## src/verilog/lmc_pkg.sv

```systemverilog
// constants, command codes and learn-string layouts for the learn and limit block
// Function
// text learn request queues the string; sent at the next talk addressing
// text learn string is ASCII only and no longer than 128 characters
// eoi accompanies the last text character and no earlier one
// text fields follow the fixed trigger-to-end-marker order
// numbers use fixed digit formats, each followed by the value terminator
// a returned text learn string restores every setting it describes
// binary request sends '@','2' then 28 bytes, 58 in legacy mode
// eoi accompanies the last binary byte only
// binary image holds measurement, rel, reference, units and per-sensor settings
// binary load prefix plus bytes reconfigures the device
// transfers run unbroken; nothing counts as finished before the eoi byte
// limit setting names display line, high or low, value, and terminator
// limit off disables and limit on enables checking for the line
// controller picks the entry line before limit commands
// controller sets both limits before enabling checking
// status byte bit 4 rises on any checked reading outside limits
// error field reports 21 for over-limit and 23 for under-limit
// per-line status: 0 within, 1 too high, 2 too low
// up arrow for over-limit, down arrow for under-limit
// with sound enabled, high tone over-limit, low tone under-limit
// sensor selection then limit on checks that sensor against its line
// every new reading re-evaluates enabled lines, clearing back to within
// exported trigger digit 0 to 3: hold, single, full average, free run
package lmc_pkg;
  localparam int TEXT_LEN = 118;
  localparam int TEXT_MAX = 128;
  localparam int BIN_LEN = 28;
  localparam int BIN_LEN_LEGACY = 58;
  localparam int BIN_FRAME = BIN_LEN_LEGACY + 2;
  localparam int RD_W_DEF = 24;
  localparam int STB_LIMIT_BIT = 4;
  localparam logic [7:0] ERR_OVER = 8'h15;
  localparam logic [7:0] ERR_UNDER = 8'h17;
  localparam logic [1:0] LST_OK = 2'h0;
  localparam logic [1:0] LST_HIGH = 2'h1;
  localparam logic [1:0] LST_LOW = 2'h2;
  localparam logic [7:0] CH_PLUS = 8'h2b;
  localparam logic [7:0] CH_MINUS = 8'h2d;
  // apb byte offsets
  localparam logic [7:0] A_CMD = 8'h00;
  localparam logic [7:0] A_VALUE = 8'h04;
  localparam logic [7:0] A_CTRL = 8'h08;
  localparam logic [7:0] A_STATUS = 8'h0c;
  localparam logic [7:0] A_LINE = 8'h10;
  localparam logic [7:0] A_ERR = 8'h14;
  localparam logic [7:0] A_CFG = 8'h18;
  localparam int CTRL_SOUND = 0;
  localparam int CTRL_LEGACY = 1;
  localparam int VAL_NEG = 31;
  localparam int ST_BUSY = 8;
  localparam int ST_PEND = 9;

  typedef enum logic [4:0] {
    OP_NONE = 5'h00, OP_TEXT_REQ = 5'h01, OP_BIN_REQ = 5'h02, OP_LIM_OFF = 5'h03,
    OP_LIM_ON = 5'h04, OP_CEIL = 5'h05, OP_FLOOR = 5'h06, OP_LINE_PICK = 5'h07,
    OP_MEAS = 5'h08, OP_TRIG = 5'h09, OP_GTRIG = 5'h0a, OP_REF_OUT = 5'h0b,
    OP_UNITS = 5'h0c, OP_CAL = 5'h0d, OP_SHIFT = 5'h0e, OP_SPAN = 5'h0f,
    OP_SMOOTH_AUTO = 5'h10, OP_SMOOTH_MAN = 5'h11, OP_REL = 5'h12
  } lmc_op_t;

  typedef struct packed {
    logic [15:0] cal;
    logic off_neg;
    logic [15:0] off;
    logic [3:0] rng;
    logic fil_man;
    logic [3:0] fil;
  } lmc_sens_t;

  typedef struct packed {
    logic lo_neg;
    logic [23:0] lo;
    logic hi_neg;
    logic [23:0] hi;
  } lmc_lim_t;

  typedef struct packed {
    logic [1:0] trig;
    logic [1:0] gt;
    logic [2:0] meas;
    logic ael;
    logic logu;
    logic refout;
    logic rel;
    logic [15:0] refv;
    lmc_sens_t [1:0] sens;
    lmc_lim_t [1:0] lim;
    logic [1:0] lm_en;
  } lmc_cfg_t;

  typedef struct packed {
    logic [1:0][7:0] sel, kb;
    logic [4:0][7:0] cal;
    logic [1:0][7:0] en1, os;
    logic [5:0][7:0] off;
    logic [1:0][7:0] en2, ra;
    logic [7:0] rng;
    logic [1:0][7:0] en3, fil;
    logic [7:0] fild;
    logic [1:0][7:0] en4, ll;
    logic [7:0][7:0] llv;
    logic [1:0][7:0] en5;
  } lmc_sens_txt_t;

  typedef struct packed {
    logic [1:0][7:0] tr;
    logic [7:0] trigger_setting;
    logic [1:0][7:0] meas;
    lmc_sens_txt_t sa;
    logic [1:0][7:0] lh;
    logic [7:0][7:0] lhv;
    logic [1:0][7:0] en6;
    lmc_sens_txt_t sb;
    logic [1:0][7:0] ael, units, oc;
    logic [7:0] ocd;
    logic [1:0][7:0] gt;
    logic [7:0] group_trigger_setting;
    logic [1:0][7:0] lm;
    logic [7:0] lmd;
    logic [1:0][7:0] crlf;
  } lmc_text_t;

  typedef struct packed {
    logic [7:0] cal_hi, cal_lo, off_sign, off_hi, off_lo, rng, fil;
  } lmc_sens_bin_t;

  typedef struct packed {
    logic [7:0] meas;
    logic [7:0] flags;
    logic [1:0][7:0] refv;
    lmc_sens_bin_t [1:0] sens;
    logic [9:0][7:0] pad;
  } lmc_bin_t;
endpackage : lmc_pkg
```

## src/verilog/lmc_byte_tx.sv

```systemverilog
// byte talker: walks an index over a string and hands out bytes with eoi on the last
`timescale 1ns/1ns
module lmc_byte_tx import lmc_pkg::*; #(
  parameter int LEN_W = 7
) (
  // clock and reset
  input wire logic pclk,
  input wire logic presetn,
  // string source
  input wire logic start,
  input wire logic [LEN_W-1:0] len,
  input wire logic [7:0] byte_in,
  output logic [LEN_W-1:0] idx,
  output logic busy,
  // talker side
  input wire logic tx_ready,
  output logic [7:0] tx_data,
  output logic tx_valid,
  output logic tx_eoi
);
  logic [LEN_W-1:0] len_reg;
  wire logic adv = busy && (!tx_valid || tx_ready);
  wire logic more = idx < len_reg;

  always_ff @(posedge pclk or negedge presetn) begin
    if (!presetn) begin
      idx <= '0;
      len_reg <= '0;
      busy <= 1'b0;
      tx_data <= 8'h00;
      tx_valid <= 1'b0;
      tx_eoi <= 1'b0;
    end else if (start && !busy) begin
      idx <= '0;
      len_reg <= len;
      busy <= 1'b1;
    end else if (adv && more) begin
      // no gaps are forced, the string leaves as fast as the listener takes it
      tx_data <= byte_in;
      tx_valid <= 1'b1;
      tx_eoi <= (idx == len_reg - 1'b1); // see R3 //
      idx <= idx + 1'b1;
    end else if (adv) begin
      tx_valid <= 1'b0;
      tx_eoi <= 1'b0;
      busy <= 1'b0;
    end
  end
endmodule : lmc_byte_tx

```

## src/verilog/lmc_learn_limit.sv

```systemverilog
// learn-string export and import plus per-line limit checking, apb register access
//
// Added by the designer: the APB slave port and the placing of the registers.
`timescale 1ns/1ns
module lmc_learn_limit import lmc_pkg::*; #(
  parameter int RD_W = RD_W_DEF
) (
  // apb
  input wire logic pclk,
  input wire logic presetn,
  input wire logic psel,
  input wire logic penable,
  input wire logic pwrite,
  input wire logic [7:0] paddr,
  input wire logic [31:0] pwdata,
  output logic [31:0] prdata,
  output logic pready,
  output logic pslverr,
  // talker, same-clock bus front end
  input wire logic talk_addr,
  input wire logic tx_ready,
  output logic [7:0] tx_data,
  output logic tx_valid,
  output logic tx_eoi,
  // listener, same-clock bus front end
  input wire logic [7:0] rx_data,
  input wire logic rx_valid,
  input wire logic rx_eoi,
  output logic rx_ready,
  // displayed readings, thousandths of a dB
  input wire logic [1:0] rd_valid,
  input wire logic signed [1:0][RD_W-1:0] rd_val,
  // indicators
  output logic [1:0] arrow_up,
  output logic [1:0] arrow_dn,
  output logic tone_high,
  output logic tone_low,
  output logic ref_out_en
);
  localparam int RXB = TEXT_LEN * 8;

  lmc_cfg_t cfg_reg, cfg_next;
  logic [31:0] value_reg;
  logic [1:0] ctrl_reg;
  logic [7:0] stb_reg, err_reg;
  logic pend_txt_reg, pend_bin_reg, cur_bin_reg, meas_last_reg;
  logic [RXB-1:0] rx_buf_reg;
  logic [7:0] rx_cnt_reg;
  logic rx_is_bin_reg;
  logic [1:0][1:0] stat;
  logic [1:0] over, under;
  logic [6:0] tx_idx;
  logic tx_busy;

  function automatic logic [7:0] dg(input logic [3:0] n);
    return {4'h3, n};
  endfunction : dg

  function automatic logic [7:0] sg(input logic neg);
    return neg ? CH_MINUS : CH_PLUS;
  endfunction : sg

  function automatic logic signed [RD_W-1:0] bcd_val(input logic neg, input logic [23:0] b);
    logic signed [31:0] acc;
    acc = 0;
    for (int i = 5; i >= 0; i--) begin
      acc = acc * 10 + 32'(b[i*4 +: 4]);
    end
    return RD_W'(neg ? -acc : acc);
  endfunction : bcd_val

  function automatic lmc_sens_txt_t sens_txt(input lmc_sens_t s, input lmc_lim_t l, input logic b);
    lmc_sens_txt_t t;
    t.sel = b ? "BE" : "AE";
    t.kb = "KB";
    t.cal = {dg(s.cal[15:12]), dg(s.cal[11:8]), dg(s.cal[7:4]), ".", dg(s.cal[3:0])};
    t.en1 = "EN";
    t.os = "OS";
    t.off = {sg(s.off_neg), dg(s.off[15:12]), dg(s.off[11:8]), ".", dg(s.off[7:4]), dg(s.off[3:0])};
    t.en2 = "EN";
    t.ra = "RA";
    t.rng = dg(s.rng);
    t.en3 = "EN";
    t.fil = s.fil_man ? "FM" : "FA";
    t.fild = dg(s.fil);
    t.en4 = "EN";
    t.ll = "LL";
    t.llv = {sg(l.lo_neg), dg(l.lo[23:20]), dg(l.lo[19:16]), dg(l.lo[15:12]), ".",
             dg(l.lo[11:8]), dg(l.lo[7:4]), dg(l.lo[3:0])};
    t.en5 = "EN";
    return t;
  endfunction : sens_txt

  // fixed field order, digits only, so the whole string stays ASCII
  function automatic lmc_text_t cfg_to_text(input lmc_cfg_t c);
    lmc_text_t t;
    logic [1:0][7:0] mm;
    case (c.meas)
      3'h0: mm = "AP";
      3'h1: mm = "BP";
      3'h2: mm = "AR";
      3'h3: mm = "BR";
      3'h4: mm = "AD";
      default: mm = "BD";
    endcase
    t.tr = "TR";
    t.trigger_setting = dg({2'h0, c.trig});
    t.meas = mm;
    t.sa = sens_txt(c.sens[0], c.lim[0], 1'b0);
    t.lh = "LH";
    t.lhv = {sg(c.lim[0].hi_neg), dg(c.lim[0].hi[23:20]), dg(c.lim[0].hi[19:16]), dg(c.lim[0].hi[15:12]),
             ".", dg(c.lim[0].hi[11:8]), dg(c.lim[0].hi[7:4]), dg(c.lim[0].hi[3:0])};
    t.en6 = "EN";
    t.sb = sens_txt(c.sens[1], c.lim[1], 1'b1);
    t.ael = c.ael ? "BE" : "AE";
    t.units = c.logu ? "LG" : "LN";
    t.oc = "OC";
    t.ocd = dg({3'h0, c.refout});
    t.gt = "GT";
    t.group_trigger_setting = dg({2'h0, c.gt});
    t.lm = "LM";
    t.lmd = dg({3'h0, c.lm_en[c.ael]});
    t.crlf = {8'h0d, 8'h0a};
    return t;
  endfunction : cfg_to_text

  function automatic lmc_sens_t txt_sens(input lmc_sens_txt_t t);
    lmc_sens_t s;
    s.cal = {t.cal[4][3:0], t.cal[3][3:0], t.cal[2][3:0], t.cal[0][3:0]};
    s.off_neg = t.off[5] == CH_MINUS;
    s.off = {t.off[4][3:0], t.off[3][3:0], t.off[1][3:0], t.off[0][3:0]};
    s.rng = t.rng[3:0];
    s.fil_man = t.fil[0] == "M";
    s.fil = t.fild[3:0];
    return s;
  endfunction : txt_sens

  function automatic logic [24:0] txt_lim(input logic [7:0][7:0] v);
    return {v[7] == CH_MINUS, v[6][3:0], v[5][3:0], v[4][3:0], v[2][3:0], v[1][3:0], v[0][3:0]};
  endfunction : txt_lim

  function automatic lmc_cfg_t text_to_cfg(input lmc_cfg_t c, input lmc_text_t t);
    lmc_cfg_t n;
    n = c;
    n.trig = t.trigger_setting[1:0];
    n.meas = {t.meas[0] == "D", t.meas[0] == "R", t.meas[1] == "B"};
    n.sens[0] = txt_sens(t.sa);
    n.sens[1] = txt_sens(t.sb);
    {n.lim[0].lo_neg, n.lim[0].lo} = txt_lim(t.sa.llv);
    {n.lim[0].hi_neg, n.lim[0].hi} = txt_lim(t.lhv);
    {n.lim[1].lo_neg, n.lim[1].lo} = txt_lim(t.sb.llv);
    n.ael = t.ael[1] == "B";
    n.logu = t.units[0] == "G";
    n.refout = t.ocd[0];
    n.gt = t.group_trigger_setting[1:0];
    n.lm_en[n.ael] = t.lmd[0];
    return n;
  endfunction : text_to_cfg

  function automatic lmc_bin_t cfg_to_bin(input lmc_cfg_t c);
    lmc_bin_t b;
    b = '0;
    b.meas = {5'h0, c.meas};
    b.flags = {c.gt, c.trig, c.rel, c.refout, c.logu, c.ael};
    b.refv = c.refv;
    for (int i = 0; i < 2; i++) begin
      b.sens[i] = {c.sens[i].cal, 7'h0, c.sens[i].off_neg, c.sens[i].off, 4'h0, c.sens[i].rng,
                   c.sens[i].fil_man, 3'h0, c.sens[i].fil};
    end
    return b;
  endfunction : cfg_to_bin

  function automatic lmc_cfg_t bin_to_cfg(input lmc_cfg_t c, input lmc_bin_t b);
    lmc_cfg_t n;
    n = c;
    n.meas = b.meas[2:0];
    {n.gt, n.trig, n.rel, n.refout, n.logu, n.ael} = b.flags;
    n.refv = b.refv;
    for (int i = 0; i < 2; i++) begin
      n.sens[i].cal = {b.sens[i].cal_hi, b.sens[i].cal_lo};
      n.sens[i].off_neg = b.sens[i].off_sign[0];
      n.sens[i].off = {b.sens[i].off_hi, b.sens[i].off_lo};
      n.sens[i].rng = b.sens[i].rng[3:0];
      n.sens[i].fil_man = b.sens[i].fil[7];
      n.sens[i].fil = b.sens[i].fil[3:0];
    end
    return n;
  endfunction : bin_to_cfg

  // apb decode, no wait states, pready and every answer come from flops loaded in the setup cycle
  wire logic setup = psel && !penable;
  wire logic acc = psel && penable && pready;
  wire logic wr = acc && pwrite;
  wire logic rd = acc && !pwrite;
  wire logic mapped = paddr <= A_CFG && paddr[1:0] == 2'h0;
  wire logic cmd_wr = wr && paddr == A_CMD && !tx_busy;
  wire lmc_op_t op = lmc_op_t'(pwdata[4:0]);
  wire logic [23:0] vbcd = value_reg[23:0];
  wire logic vneg = value_reg[VAL_NEG];
  wire logic lim_line = meas_last_reg ? cfg_reg.meas[0] : cfg_reg.ael;
  wire logic any_over = |over;
  wire logic any_under = |under;

  // outgoing strings
  wire logic [TEXT_LEN*8-1:0] txt_vec = cfg_to_text(cfg_reg);
  wire logic [BIN_FRAME*8-1:0] bin_vec = {"@2", cfg_to_bin(cfg_reg), {(BIN_LEN_LEGACY-BIN_LEN)*8{1'b0}}};
  wire logic [7:0] txt_byte = txt_vec[(TEXT_LEN-1-int'(tx_idx))*8 +: 8];
  wire logic [7:0] bin_byte = bin_vec[(BIN_FRAME-1-int'(tx_idx))*8 +: 8];
  wire logic tx_go = talk_addr && !tx_busy && (pend_txt_reg || pend_bin_reg); // see R1 //
  wire logic go_bin = !pend_txt_reg;
  wire logic [6:0] bin_len = 7'(ctrl_reg[CTRL_LEGACY] ? BIN_LEN_LEGACY + 2 : BIN_LEN + 2);
  wire logic [6:0] tx_len = go_bin ? bin_len : 7'(TEXT_LEN);

  // incoming strings, complete only with the eoi byte
  wire logic rx_take = rx_valid && rx_ready;
  wire logic [RXB-1:0] rx_full = {rx_buf_reg[RXB-9:0], rx_data};
  wire logic rx_end = rx_take && rx_eoi;
  wire logic txt_load = rx_end && !rx_is_bin_reg && rx_cnt_reg == 8'(TEXT_LEN - 1);
  wire logic bin_load = rx_end && rx_is_bin_reg && rx_cnt_reg == 8'(bin_len - 1'b1);
  wire logic [BIN_LEN*8-1:0] bin_rx = ctrl_reg[CTRL_LEGACY] ?
    rx_full[(BIN_LEN_LEGACY*8)-1 -: BIN_LEN*8] : rx_full[BIN_LEN*8-1:0];

  always_comb begin
    cfg_next = cfg_reg;
    if (txt_load) begin
      cfg_next = text_to_cfg(cfg_reg, lmc_text_t'(rx_full));
    end else if (bin_load) begin
      cfg_next = bin_to_cfg(cfg_reg, lmc_bin_t'(bin_rx));
    end else if (cmd_wr) begin
      case (op)
        OP_LIM_OFF: cfg_next.lm_en[lim_line] = 1'b0;
        OP_LIM_ON: cfg_next.lm_en[lim_line] = 1'b1; // see R13 //
        OP_CEIL: {cfg_next.lim[cfg_reg.ael].hi_neg, cfg_next.lim[cfg_reg.ael].hi} = {vneg, vbcd}; // see R12 //
        OP_FLOOR: {cfg_next.lim[cfg_reg.ael].lo_neg, cfg_next.lim[cfg_reg.ael].lo} = {vneg, vbcd}; // see R12 //
        OP_LINE_PICK: cfg_next.ael = value_reg[0];
        OP_MEAS: cfg_next.meas = value_reg[2:0];
        OP_TRIG: cfg_next.trig = value_reg[1:0];
        OP_GTRIG: cfg_next.gt = value_reg[1:0];
        OP_REF_OUT: cfg_next.refout = value_reg[0];
        OP_UNITS: cfg_next.logu = value_reg[0];
        OP_CAL: cfg_next.sens[cfg_reg.ael].cal = vbcd[15:0];
        OP_SHIFT: {cfg_next.sens[cfg_reg.ael].off_neg, cfg_next.sens[cfg_reg.ael].off} = {vneg, vbcd[15:0]};
        OP_SPAN: cfg_next.sens[cfg_reg.ael].rng = vbcd[3:0];
        OP_SMOOTH_AUTO: cfg_next.sens[cfg_reg.ael].fil_man = 1'b0;
        OP_SMOOTH_MAN: {cfg_next.sens[cfg_reg.ael].fil_man, cfg_next.sens[cfg_reg.ael].fil} = {1'b1, vbcd[3:0]};
        OP_REL: {cfg_next.rel, cfg_next.refv} = {value_reg[VAL_NEG], vbcd[15:0]};
        default: cfg_next = cfg_reg;
      endcase
    end
  end

  wire logic [31:0] rd_mux =
    paddr == A_VALUE ? value_reg :
    paddr == A_CTRL ? {30'h0, ctrl_reg} :
    paddr == A_STATUS ? {22'h0, pend_txt_reg || pend_bin_reg, tx_busy, stb_reg} :
    paddr == A_LINE ? {28'h0, stat[1], stat[0]} :
    paddr == A_ERR ? {24'h0, err_reg} :
    paddr == A_CFG ? {22'h0, cfg_reg.lm_en, cfg_reg.gt, cfg_reg.trig, cfg_reg.meas, cfg_reg.ael} : 32'h0;

  always_ff @(posedge pclk or negedge presetn) begin
    if (!presetn) begin
      pready <= 1'b0;
      pslverr <= 1'b0;
      prdata <= 32'h0;
    end else begin
      pready <= setup;
      pslverr <= setup && !mapped;
      prdata <= setup ? rd_mux : 32'h0;
    end
  end

  always_ff @(posedge pclk or negedge presetn) begin
    if (!presetn) begin
      cfg_reg <= '0;
      value_reg <= 32'h0;
      ctrl_reg <= 2'h0;
      meas_last_reg <= 1'b0;
    end else begin
      cfg_reg <= cfg_next;
      if (wr && paddr == A_VALUE) value_reg <= pwdata;
      if (wr && paddr == A_CTRL) ctrl_reg <= pwdata[1:0];
      if (cmd_wr) meas_last_reg <= op == OP_MEAS && !value_reg[1] && !value_reg[2];
    end
  end

  // request flags; a fresh request while one waits replaces it
  always_ff @(posedge pclk or negedge presetn) begin
    if (!presetn) begin
      pend_txt_reg <= 1'b0;
      pend_bin_reg <= 1'b0;
      cur_bin_reg <= 1'b0;
    end else begin
      if (tx_go) cur_bin_reg <= go_bin;
      if (cmd_wr && op == OP_TEXT_REQ) begin
        pend_txt_reg <= 1'b1;
        pend_bin_reg <= 1'b0;
      end else if (cmd_wr && op == OP_BIN_REQ) begin
        pend_bin_reg <= 1'b1;
        pend_txt_reg <= 1'b0;
      end else if (tx_go) begin
        pend_txt_reg <= 1'b0;
        pend_bin_reg <= 1'b0;
      end
    end
  end

  // receive shift buffer, '@2' as the first two bytes marks a binary load
  always_ff @(posedge pclk or negedge presetn) begin
    if (!presetn) begin
      rx_buf_reg <= '0;
      rx_cnt_reg <= 8'h00;
      rx_is_bin_reg <= 1'b0;
      rx_ready <= 1'b0;
    end else begin
      rx_ready <= 1'b1;
      if (rx_take) begin
        rx_buf_reg <= rx_full;
        rx_cnt_reg <= rx_eoi ? 8'h00 : (rx_cnt_reg == 8'(TEXT_MAX) ? rx_cnt_reg : rx_cnt_reg + 8'h01);
        if (rx_eoi) rx_is_bin_reg <= 1'b0;
        else if (rx_cnt_reg == 8'h01) rx_is_bin_reg <= rx_buf_reg[7:0] == "@" && rx_data == "2";
      end
    end
  end

  // status byte and error field; a new event wins over the clearing read
  always_ff @(posedge pclk or negedge presetn) begin
    if (!presetn) begin
      stb_reg <= 8'h00;
      err_reg <= 8'h00;
    end else begin
      if (any_over || any_under) stb_reg[STB_LIMIT_BIT] <= 1'b1;
      else if (rd && paddr == A_STATUS) stb_reg <= 8'h00;
      if (any_over) err_reg <= ERR_OVER;
      else if (any_under) err_reg <= ERR_UNDER;
      else if (rd && paddr == A_ERR) err_reg <= 8'h00;
    end
  end

  always_ff @(posedge pclk or negedge presetn) begin
    if (!presetn) begin
      arrow_up <= 2'h0;
      arrow_dn <= 2'h0;
      tone_high <= 1'b0;
      tone_low <= 1'b0;
      ref_out_en <= 1'b0;
    end else begin
      arrow_up <= {stat[1] == LST_HIGH, stat[0] == LST_HIGH};
      arrow_dn <= {stat[1] == LST_LOW, stat[0] == LST_LOW};
      tone_high <= ctrl_reg[CTRL_SOUND] && any_over;
      tone_low <= ctrl_reg[CTRL_SOUND] && !any_over && any_under;
      ref_out_en <= cfg_reg.refout;
    end
  end

  generate
    for (genvar g = 0; g < 2; g++) begin : g_line
      lmc_limit_cmp #(.RD_W(RD_W)) u_cmp (
        .pclk(pclk),
        .presetn(presetn),
        .en(cfg_reg.lm_en[g]),
        .rd_valid(rd_valid[g]),
        .rd_val(rd_val[g]),
        .hi(bcd_val(cfg_reg.lim[g].hi_neg, cfg_reg.lim[g].hi)),
        .lo(bcd_val(cfg_reg.lim[g].lo_neg, cfg_reg.lim[g].lo)),
        .stat(stat[g]),
        .over(over[g]),
        .under(under[g])
      );
    end
  endgenerate

  lmc_byte_tx #(.LEN_W(7)) u_tx (
    .pclk(pclk),
    .presetn(presetn),
    .start(tx_go),
    .len(tx_len),
    .byte_in(cur_bin_reg ? bin_byte : txt_byte),
    .idx(tx_idx),
    .busy(tx_busy),
    .tx_ready(tx_ready),
    .tx_data(tx_data),
    .tx_valid(tx_valid),
    .tx_eoi(tx_eoi)
  );
endmodule : lmc_learn_limit

```

## src/verilog/lmc_limit_cmp.sv

```systemverilog
// one display line's limit comparator
`timescale 1ns/1ns
module lmc_limit_cmp import lmc_pkg::*; #(
  parameter int RD_W = RD_W_DEF
) (
  // clock and reset
  input wire logic pclk,
  input wire logic presetn,
  // limits and reading
  input wire logic en,
  input wire logic rd_valid,
  input wire logic signed [RD_W-1:0] rd_val,
  input wire logic signed [RD_W-1:0] hi,
  input wire logic signed [RD_W-1:0] lo,
  // result
  output logic [1:0] stat,
  output logic over,
  output logic under
);
  wire logic is_over = rd_val > hi;
  wire logic is_under = rd_val < lo;

  always_ff @(posedge pclk or negedge presetn) begin
    if (!presetn) begin
      stat <= LST_OK;
      over <= 1'b0;
      under <= 1'b0;
    end else begin
      over <= en && rd_valid && is_over;
      under <= en && rd_valid && !is_over && is_under;
      if (!en) begin
        stat <= LST_OK;
      end else if (rd_valid) begin
        stat <= is_over ? LST_HIGH : (is_under ? LST_LOW : LST_OK); // see R18 //
      end
    end
  end
endmodule : lmc_limit_cmp

```

## config.mk

```make
export PLATFORM = sky130hd
export DESIGN_NAME = lmc_learn_limit
export DESIGN_NICKNAME = d
export VERILOG_FILES = /design/src/verilog/lmc_pkg.sv /design/src/verilog/lmc_byte_tx.sv /design/src/verilog/lmc_learn_limit.sv /design/src/verilog/lmc_limit_cmp.sv
export SDC_FILE = /design/constraint.sdc
export NUM_CORES = 2
export LEC_CHECK = 0
export BUFFER_PORTS_ARGS = -buffer_cell sky130_fd_sc_hd__buf_2
export CAP_MARGIN = 20
export CORE_MARGIN = 10
export CORE_UTILIZATION = 40
export DETAILED_ROUTE_END_ITERATION = 12
export SYNTH_ARGS = -nofsm -noshare
export SYNTH_HDL_FRONTEND = slang
export SYNTH_SLANG_ARGS = --single-unit
```

## constraint.sdc

```tcl
create_clock -name pclk -period 21.3 [get_ports pclk]
set_clock_uncertainty 0.1 [all_clocks]
set_input_delay 5.325 -clock pclk [delete_from_list [all_inputs] [get_ports pclk]]
set_output_delay 5.325 -clock pclk [all_outputs]
set_load 0.005 [all_outputs]
```

Word level (Yosys, flattened, before mapping)
Index checks and enable logic that the tools add are counted.
{"block": "word_totals", "regBits": 1258, "in_bits": 107, "output_inout_bits": 52, "wordCells": 393}
{"block": "op_classes", "add_sub_neg": 30, "multipliers": 20, "order_cmp": 12, "n_eq_ne": 56, "n_shift": 2, "muxes": 106, "bitwise_logic": 6, "reduce_logical": 100}
{"op": "944-bit by 11-bit indexed part select with 8-bit output", "count": 1}
{"op": "213-bit two-way mux", "count": 3}
{"op": "84-bit bitwise mux", "count": 7}
{"op": "480-bit by 11-bit indexed part select with 8-bit output", "count": 1}
{"op": "84-bit one-hot mux with 5 select lines", "count": 1}
{"op": "100-bit bitwise mux", "count": 4}
{"op": "42-bit demux with 1-bit select", "count": 6}
{"op": "219-bit two-way mux", "count": 1}
{"op": "50-bit demux with 1-bit select", "count": 4}
{"op": "100-bit one-hot mux with 2 select lines", "count": 1}
{"op": "24-bit two-way mux", "count": 5}
{"op": "23-bit by 4-bit adder with 24-bit output", "count": 4}
{"op": "24-bit by 4-bit adder with 24-bit output", "count": 4}
{"op": "24-bit by 3-bit multiplier with 23-bit output (second input constant)", "count": 4}
{"op": "24-bit negation", "count": 4}
{"op": "19-bit by 3-bit multiplier with 22-bit output (second input constant)", "count": 4}
{"op": "18-bit by 4-bit adder with 19-bit output", "count": 4}
{"op": "8-bit by 7-bit equality test with 1-bit output (second input constant)", "count": 9}
{"op": "14-bit by 3-bit multiplier with 17-bit output (second input constant)", "count": 4}
{"op": "32-bit two-way mux", "count": 2}
{"op": "10-bit two-way mux", "count": 6}
{"op": "13-bit by 4-bit adder with 14-bit output", "count": 4}
{"op": "25-bit two-way mux", "count": 2}
{"op": "50-bit two-way mux", "count": 1}
{"op": "69 further kinds", "count": 246}

Depth between registers and ports, before layout
{"block": "depth", "word_depth": 17, "depth_mapped": 58, "mapped_depth_nobuf": 57}

Modules after synthesis
Synthesis repeated with hierarchy kept, for this count alone.
{"block": "unflattened", "cells_unflattened": 9544, "hier_area_um2": 79930.4}
{"mod": "lmc_learn_limit", "instances": 1, "cells_each": 9011, "area_each_um2": 75551.2}
{"mod": "lmc_limit_cmp", "instances": 2, "cells_each": 197, "area_each_um2": 1480.2}
{"mod": "lmc_byte_tx", "instances": 1, "cells_each": 139, "area_each_um2": 1418.9}

Worst setup path after synthesis
Ideal clock, no wire load.
{"block": "synth_path", "kind": "reg2reg", "startpoint": "reg cfg_reg[25] in the netlist's numbering", "endpoint": "reg g_line[0].u_cmp.stat[1]", "setup_time_ns": 0.078, "t_arrival_ns": 10.714, "required_ns": 21.122, "path_slack_ns": 10.408, "path_stages_with_launch": 52, "path_buffers": 2, "path_cell_list": "dfrtp_1 -> ha_1 -> ha_1 -> fa_1 -> nand2_1 -> nor2_1 -> xor2_1 -> ha_1 -> ha_1 -> inv_1 -> nor2_1 -> nor2_1 -> xnor2_1 -> and2_1 -> nor2b_1 -> xnor2_1 -> inv_1 -> ha_1 -> [... 16 more ...] -> ha_1 -> clkbuf_1 -> o21a_1 -> a21o_1 -> a2111oi_0 -> a21oi_1 -> xnor2_1 -> nor4_2 -> nor4b_1 -> mux2i_1 -> o31ai_1 -> xnor2_1 -> ha_1 -> nand3_1 -> a2111oi_0 -> a211oi_1 -> nor4_1 -> o21bai_1"}
{"block": "synth_between", "elab_chain_cells": 16}
{"element": "start, declared", "line": "lmc_learn_limit.sv:42", "text": "lmc_cfg_t cfg_reg, cfg_next;"}
{"element": "start signal, assigned", "line": "lmc_learn_limit.sv:279", "text": "cfg_reg <= cfg_next;"}
{"element": "4-bit by 3-bit multiplier with 7-bit output *", "line": "lmc_learn_limit.sv:67", "text": "acc = acc * 10 + 32'(b[i*4 +: 4]);"}
{"element": "8-bit by 4-bit adder with 9-bit output *", "line": "lmc_learn_limit.sv:67"}
{"element": "9-bit by 3-bit multiplier with 12-bit output *", "line": "lmc_learn_limit.sv:67"}
{"element": "13-bit by 4-bit adder with 14-bit output *", "line": "lmc_learn_limit.sv:67"}
{"element": "14-bit by 3-bit multiplier with 17-bit output *", "line": "lmc_learn_limit.sv:67"}
{"element": "18-bit by 4-bit adder with 19-bit output *", "line": "lmc_learn_limit.sv:67"}
{"element": "19-bit by 3-bit multiplier with 22-bit output *", "line": "lmc_learn_limit.sv:67"}
{"element": "23-bit by 4-bit adder with 24-bit output *", "line": "lmc_learn_limit.sv:67"}
{"element": "24-bit by 3-bit multiplier with 23-bit output *", "line": "lmc_learn_limit.sv:67"}
{"element": "24-bit by 4-bit adder with 24-bit output *", "line": "lmc_learn_limit.sv:67"}
{"element": "24-bit negation", "line": "lmc_learn_limit.sv:69", "text": "return RD_W'(neg ? -acc : acc);"}
{"element": "24-bit two-way mux *", "line": "lmc_learn_limit.sv:69"}
{"element": "24-bit greater-than comparator *", "line": "lmc_limit_cmp.sv:20", "text": "wire logic is_over = rd_val > hi;"}
{"element": "2-bit two-way mux *", "line": "lmc_limit_cmp.sv:34", "text": "stat <= is_over ? LST_HIGH : (is_under ? LST_LOW : LST_OK);"}
{"element": "2-bit two-way mux *", "line": "lmc_limit_cmp.sv:33", "text": "end else if (rd_valid) begin"}
{"element": "2-bit two-way mux *", "line": "lmc_limit_cmp.sv:31", "text": "if (!en) begin"}
{"element": "end signal, assigned", "line": "lmc_limit_cmp.sv:34"}
{"element": "end, declared", "line": "lmc_limit_cmp.sv:16", "text": "output logic [1:0] stat,"}
Mark *: on every way between the ends. The rest lies on a longest branch, timed or not. The select of a mux whose other input is x is not followed.
A chain may end at the register's enable or synchronous reset.

Worst setup path in the final report
{"block": "layout_path", "startpoint": "reg cfg_reg[48] in the netlist's numbering", "endpoint": "reg g_line[0].u_cmp.stat[1]"}
{"block": "layout_between", "elab_chain_cells": 17}
{"element": "4-bit by 3-bit multiplier with 7-bit output *", "line": "lmc_learn_limit.sv:67"}
{"element": "8-bit by 4-bit adder with 9-bit output *", "line": "lmc_learn_limit.sv:67"}
{"element": "9-bit by 3-bit multiplier with 12-bit output *", "line": "lmc_learn_limit.sv:67"}
{"element": "13-bit by 4-bit adder with 14-bit output *", "line": "lmc_learn_limit.sv:67"}
{"element": "14-bit by 3-bit multiplier with 17-bit output *", "line": "lmc_learn_limit.sv:67"}
{"element": "18-bit by 4-bit adder with 19-bit output *", "line": "lmc_learn_limit.sv:67"}
{"element": "19-bit by 3-bit multiplier with 22-bit output *", "line": "lmc_learn_limit.sv:67"}
{"element": "23-bit by 4-bit adder with 24-bit output *", "line": "lmc_learn_limit.sv:67"}
{"element": "24-bit by 3-bit multiplier with 23-bit output *", "line": "lmc_learn_limit.sv:67"}
{"element": "24-bit by 4-bit adder with 24-bit output *", "line": "lmc_learn_limit.sv:67"}
{"element": "24-bit negation", "line": "lmc_learn_limit.sv:69"}
{"element": "24-bit two-way mux *", "line": "lmc_learn_limit.sv:69"}
{"element": "24-bit less-than comparator *", "line": "lmc_limit_cmp.sv:21", "text": "wire logic is_under = rd_val < lo;"}
{"element": "2-bit two-way mux * (2 in a row)", "line": "lmc_limit_cmp.sv:34"}
{"element": "2-bit two-way mux *", "line": "lmc_limit_cmp.sv:33"}
{"element": "2-bit two-way mux *", "line": "lmc_limit_cmp.sv:31"}
Marked as above.

==> impl_metrics.py <==
metrics = {
    "synthesis": {
        "synthCells": 9365,
        "synth_edf_count": 0,
        "ys_types": 109,
        "yosysSeqAreaShare_pct": 39.7,
        "ys_ff_latch": 1250,
        "synth_flop_cell": "dfrtp_1",
        "yosys.area.top_type_share_pct": 39.7,
        "mappedNetlistArea_mm2": 0.0788,
        "synth.area.top_cells": "dfrtp_1 40%, nand2_1 16%, ha_1 9.9%, xnor2_1 3.9%, o21ai_0 2.4%",
        "avgSynthCellArea_um2": 8.41,
        "yosysWarnings": 0,
        "yosysTopAreaCell": "dfrtp_1",
        "async_reset_ff_share_pct": 100,
    },
    "floorplan": {
        "ios": 159,
        "row_count": 162,
        "core_area_mm2": 0.195,
        "dieHeight_um": 464,
        "dieArea_mm2": 0.215,
        "initial_core_util_pct": 40.3,
        "die_w_um": 464,
    },
    "placed_design": {
        "dp_hpwl_mm": 174,
        "gp_congestion": 0.966,
        "place_inst": 11815,
        "numPortBuffers": 158,
        "placed_cell_area_mm2": 0.0821,
    },
    "clock_tree": {
        "cts-hold-fix-buffers": 0,
        "cts_resized": 0,
        "cts_sinks": 1250,
        "clk_pin_slew_ps": 60,
        "clockBufferDepth": 3,
        "insertion_delay_ps": 820,
        "cts_root_buf": "clkbuf_16",
        "cts_buffers": 136,
        "cts_tree": "built",
        "cts_setup_buffers": 0,
        "h-tree-depth": 4,
    },
    "outcome": {
        "status": "finished clean",
    },
    "critical_path": {
        "r2r-start": "cfg_reg[48]",
        "cp-start-kind": "flip-flop",
        "critPathKind": "reg2reg",
        "cp_max_fo": 6,
        "cp_data_required_time_ps": 21880,
        "cp.arrival_ps": 13050,
        "crit_start": "cfg_reg[48]",
        "cpPeakStageDelay_ps": 560,
        "cp_common_cell": "ha_1",
        "crit_path_end_kind": "flip-flop",
        "slowest_stage": "nor4_1",
    },
    "route": {
        "drtIter0Drc": 6167,
        "vias_per_cell": 5.44,
        "drc": 0,
        "drt-total-wl_mm": 236,
        "wl_per_cell_um": 19.6,
        "postRouteAntennaNets": 0,
        "num_vias": 65658,
        "drt_first_pass_iters": 6,
    },
    "timing": {
        "fmax_mhz": 80.2,
        "min_period_ps": 12470,
        "holdWs_ps": 342,
        "tns_ps": 0,
        "worst_slew_pin_slew_ps": 1270,
        "setup_violations": 0,
        "period_share_pct": 58.6,
        "rsz0062_at_grt": "no",
        "slew_headroom_pct": 14.7,
        "finalHoldViolations": 0,
        "slew_violations": 0,
    },
    "power": {
        "power_switching_uw": 1500,
        "seqPwrFrac_pct": 45.1,
        "p_comb_share_pct": 10.3,
        "power_density_mw_per_mm2": 63.4,
        "sw_frac_of_total_pct": 27.2,
        "irDropWorstVdd_v": 0.0000745,
        "p_total_uw": 5500,
        "power_leakage_uw": 0.0440,
        "clockPowerShare_pct": 44.6,
        "p_int_uw": 4000,
    },
    "cells_and_area": {
        "area_growth_pct": 10.2,
        "layout-drive-gt1-share_pct": 7.02,
        "stdcell_count": 12062,
        "multi_input_area_mm2": 0.0450,
        "nets": 10101,
        "layout_commonest_cell": "nand2_1",
        "final_area_mm2": 0.0868,
        "num-fill-cells": 19449,
        "ff_latch_area_mm2": 0.0313,
        "layout_common_cells": "3340 x nand2_1, 1247 x dfrtp_1, 623 x ha_1",
        "largest_reg_flops": 914,
    },
    "job": {
        "drv_cap": 0,
    },
    "min_path": {
        "min_path_type": "reg2reg",
        "hold_path.startpoint": "rx_buf_reg[538]",
    },
    "grt": {
        "antenna_found_initial": 8,
        "grt_pass1_vias": 63423,
        "grt_max_degree": 243,
        "grt_overflow": 0,
        "grt_pass1_wl_mm": 371,
        "grt_use_total_pct": 21.3,
    },
}
-- Yosys cell counts, types with 30 or more instances --
library cell  count
nand4_1          52
a21oi_1         328
nand2_1        3342
a22oi_1          80
nand3_1         141
dfrtp_1        1250
a221oi_1         36
mux2i_1         134
or3_1            37
clkbuf_1        396
inv_1           244
o211ai_1         30
a31oi_1          67
nor2b_1         125
o21ai_0         378
mux2_2           85
o21a_1           48
xor2_1          204
a221o_1          53
a21o_1          111
and3_1           69
ha_1            624
o21bai_1         31
fa_1             40
nor2_1          332
nand2b_1         61
a211oi_1         50
nor4_1           30
o22ai_1          37
xnor2_1         352
nor3_1          112
-- metrics by stage --
| step | worst slack, ps | util [%] |
|---|---|---|
| 6_report | 8830 | 44.4 |
| 4_1_cts | 8860 | 44.4 |
| 3_5_place_dp | 8940 | 42.0 |
| 3_3_place_gp | 9140 | 42.0 |
| 2_1_floorplan | 10410 | - |
| 5_1_grt | 7590 | 44.4 |
-- critical path, delay by kind of cell, from the launching register on --
family	cells	cell delay, ps
mux	1	260
xor+xnor	10	2080
flops	1	460
simple gates	10	2620
buf+inv	1	70
compound gates	12	2840
fa+ha+maj	12	3940
-- logic make-up (layout without fill, tap and decap cells) --
family / after synthesis / in the layout / share of synthesized area (%)
other cells: 2 / 13 / 0.00953
compound gates: 1484 / 1484 / 12.3
buf+inv: 681 / 743 / 3.28
xor+xnor: 561 / 561 / 6.30
mux: 239 / 239 / 3.47
fa+ha+maj: 664 / 664 / 10.9
simple gates: 4484 / 4484 / 24.0
flops: 1250 / 1250 / 39.7
-- final cells by class --
class | instances | share of cell area [%]
Antenna cell | 2 | 0.00576
Clock buffer | 198 | 4.54
Clock inverter | 46 | 0.866
Inverter | 247 | 1.07
Multi-Input combinational cell | 7443 | 51.9
Sequential cell | 1250 | 36.0
Tap cell | 2624 | 3.78
Timing Repair Buffer | 252 | 1.83
-- power by group through the flow --
| stage | logic (µW) | registers (µW) | clock network (µW) |
|---|---|---|---|
| floorplan | 358 | 2500 | 0 |
| global placement | 557 | 2520 | 0 |
| detailed placement | 561 | 2520 | 0 |
| CTS | 564 | 2480 | 2510 |
| global route | 624 | 2490 | 2610 |
| finish | 565 | 2480 | 2460 |
-- layer usage --
layer | global-route usage, % | share of wire (%) | up-vias
met5 | 0 | 0.0089 | -
met4 | 7.88 | 4.0 | 4
met3 | 3.27 | 5.8 | 384
met2 | 32.4 | 44 | 1781
met1 | 30.3 | 47 | 31851
li1 | - | - | 31638
-- path summary, 6_finish.rpt --
| kind | endpoint | slack (ps) | cells after the start |
|---|---|---|---|
| worst max register to register | g_line[0].u_cmp.stat[1] | 8830 | 46 |
| max in group asynchronous | u_tx.idx[0] | 13360 | 4 |
| worst min register to register | rx_buf_reg[546] | 340 | 2 |
| worst max-delay path | g_line[0].u_cmp.stat[1] | 8830 | 46 |
| min in group asynchronous | rx_buf_reg[462] | 4440 | 1 |
| worst min-delay path | rx_buf_reg[546] | 340 | 2 |
No activity file was read; power rests on OpenSTA's default activity.
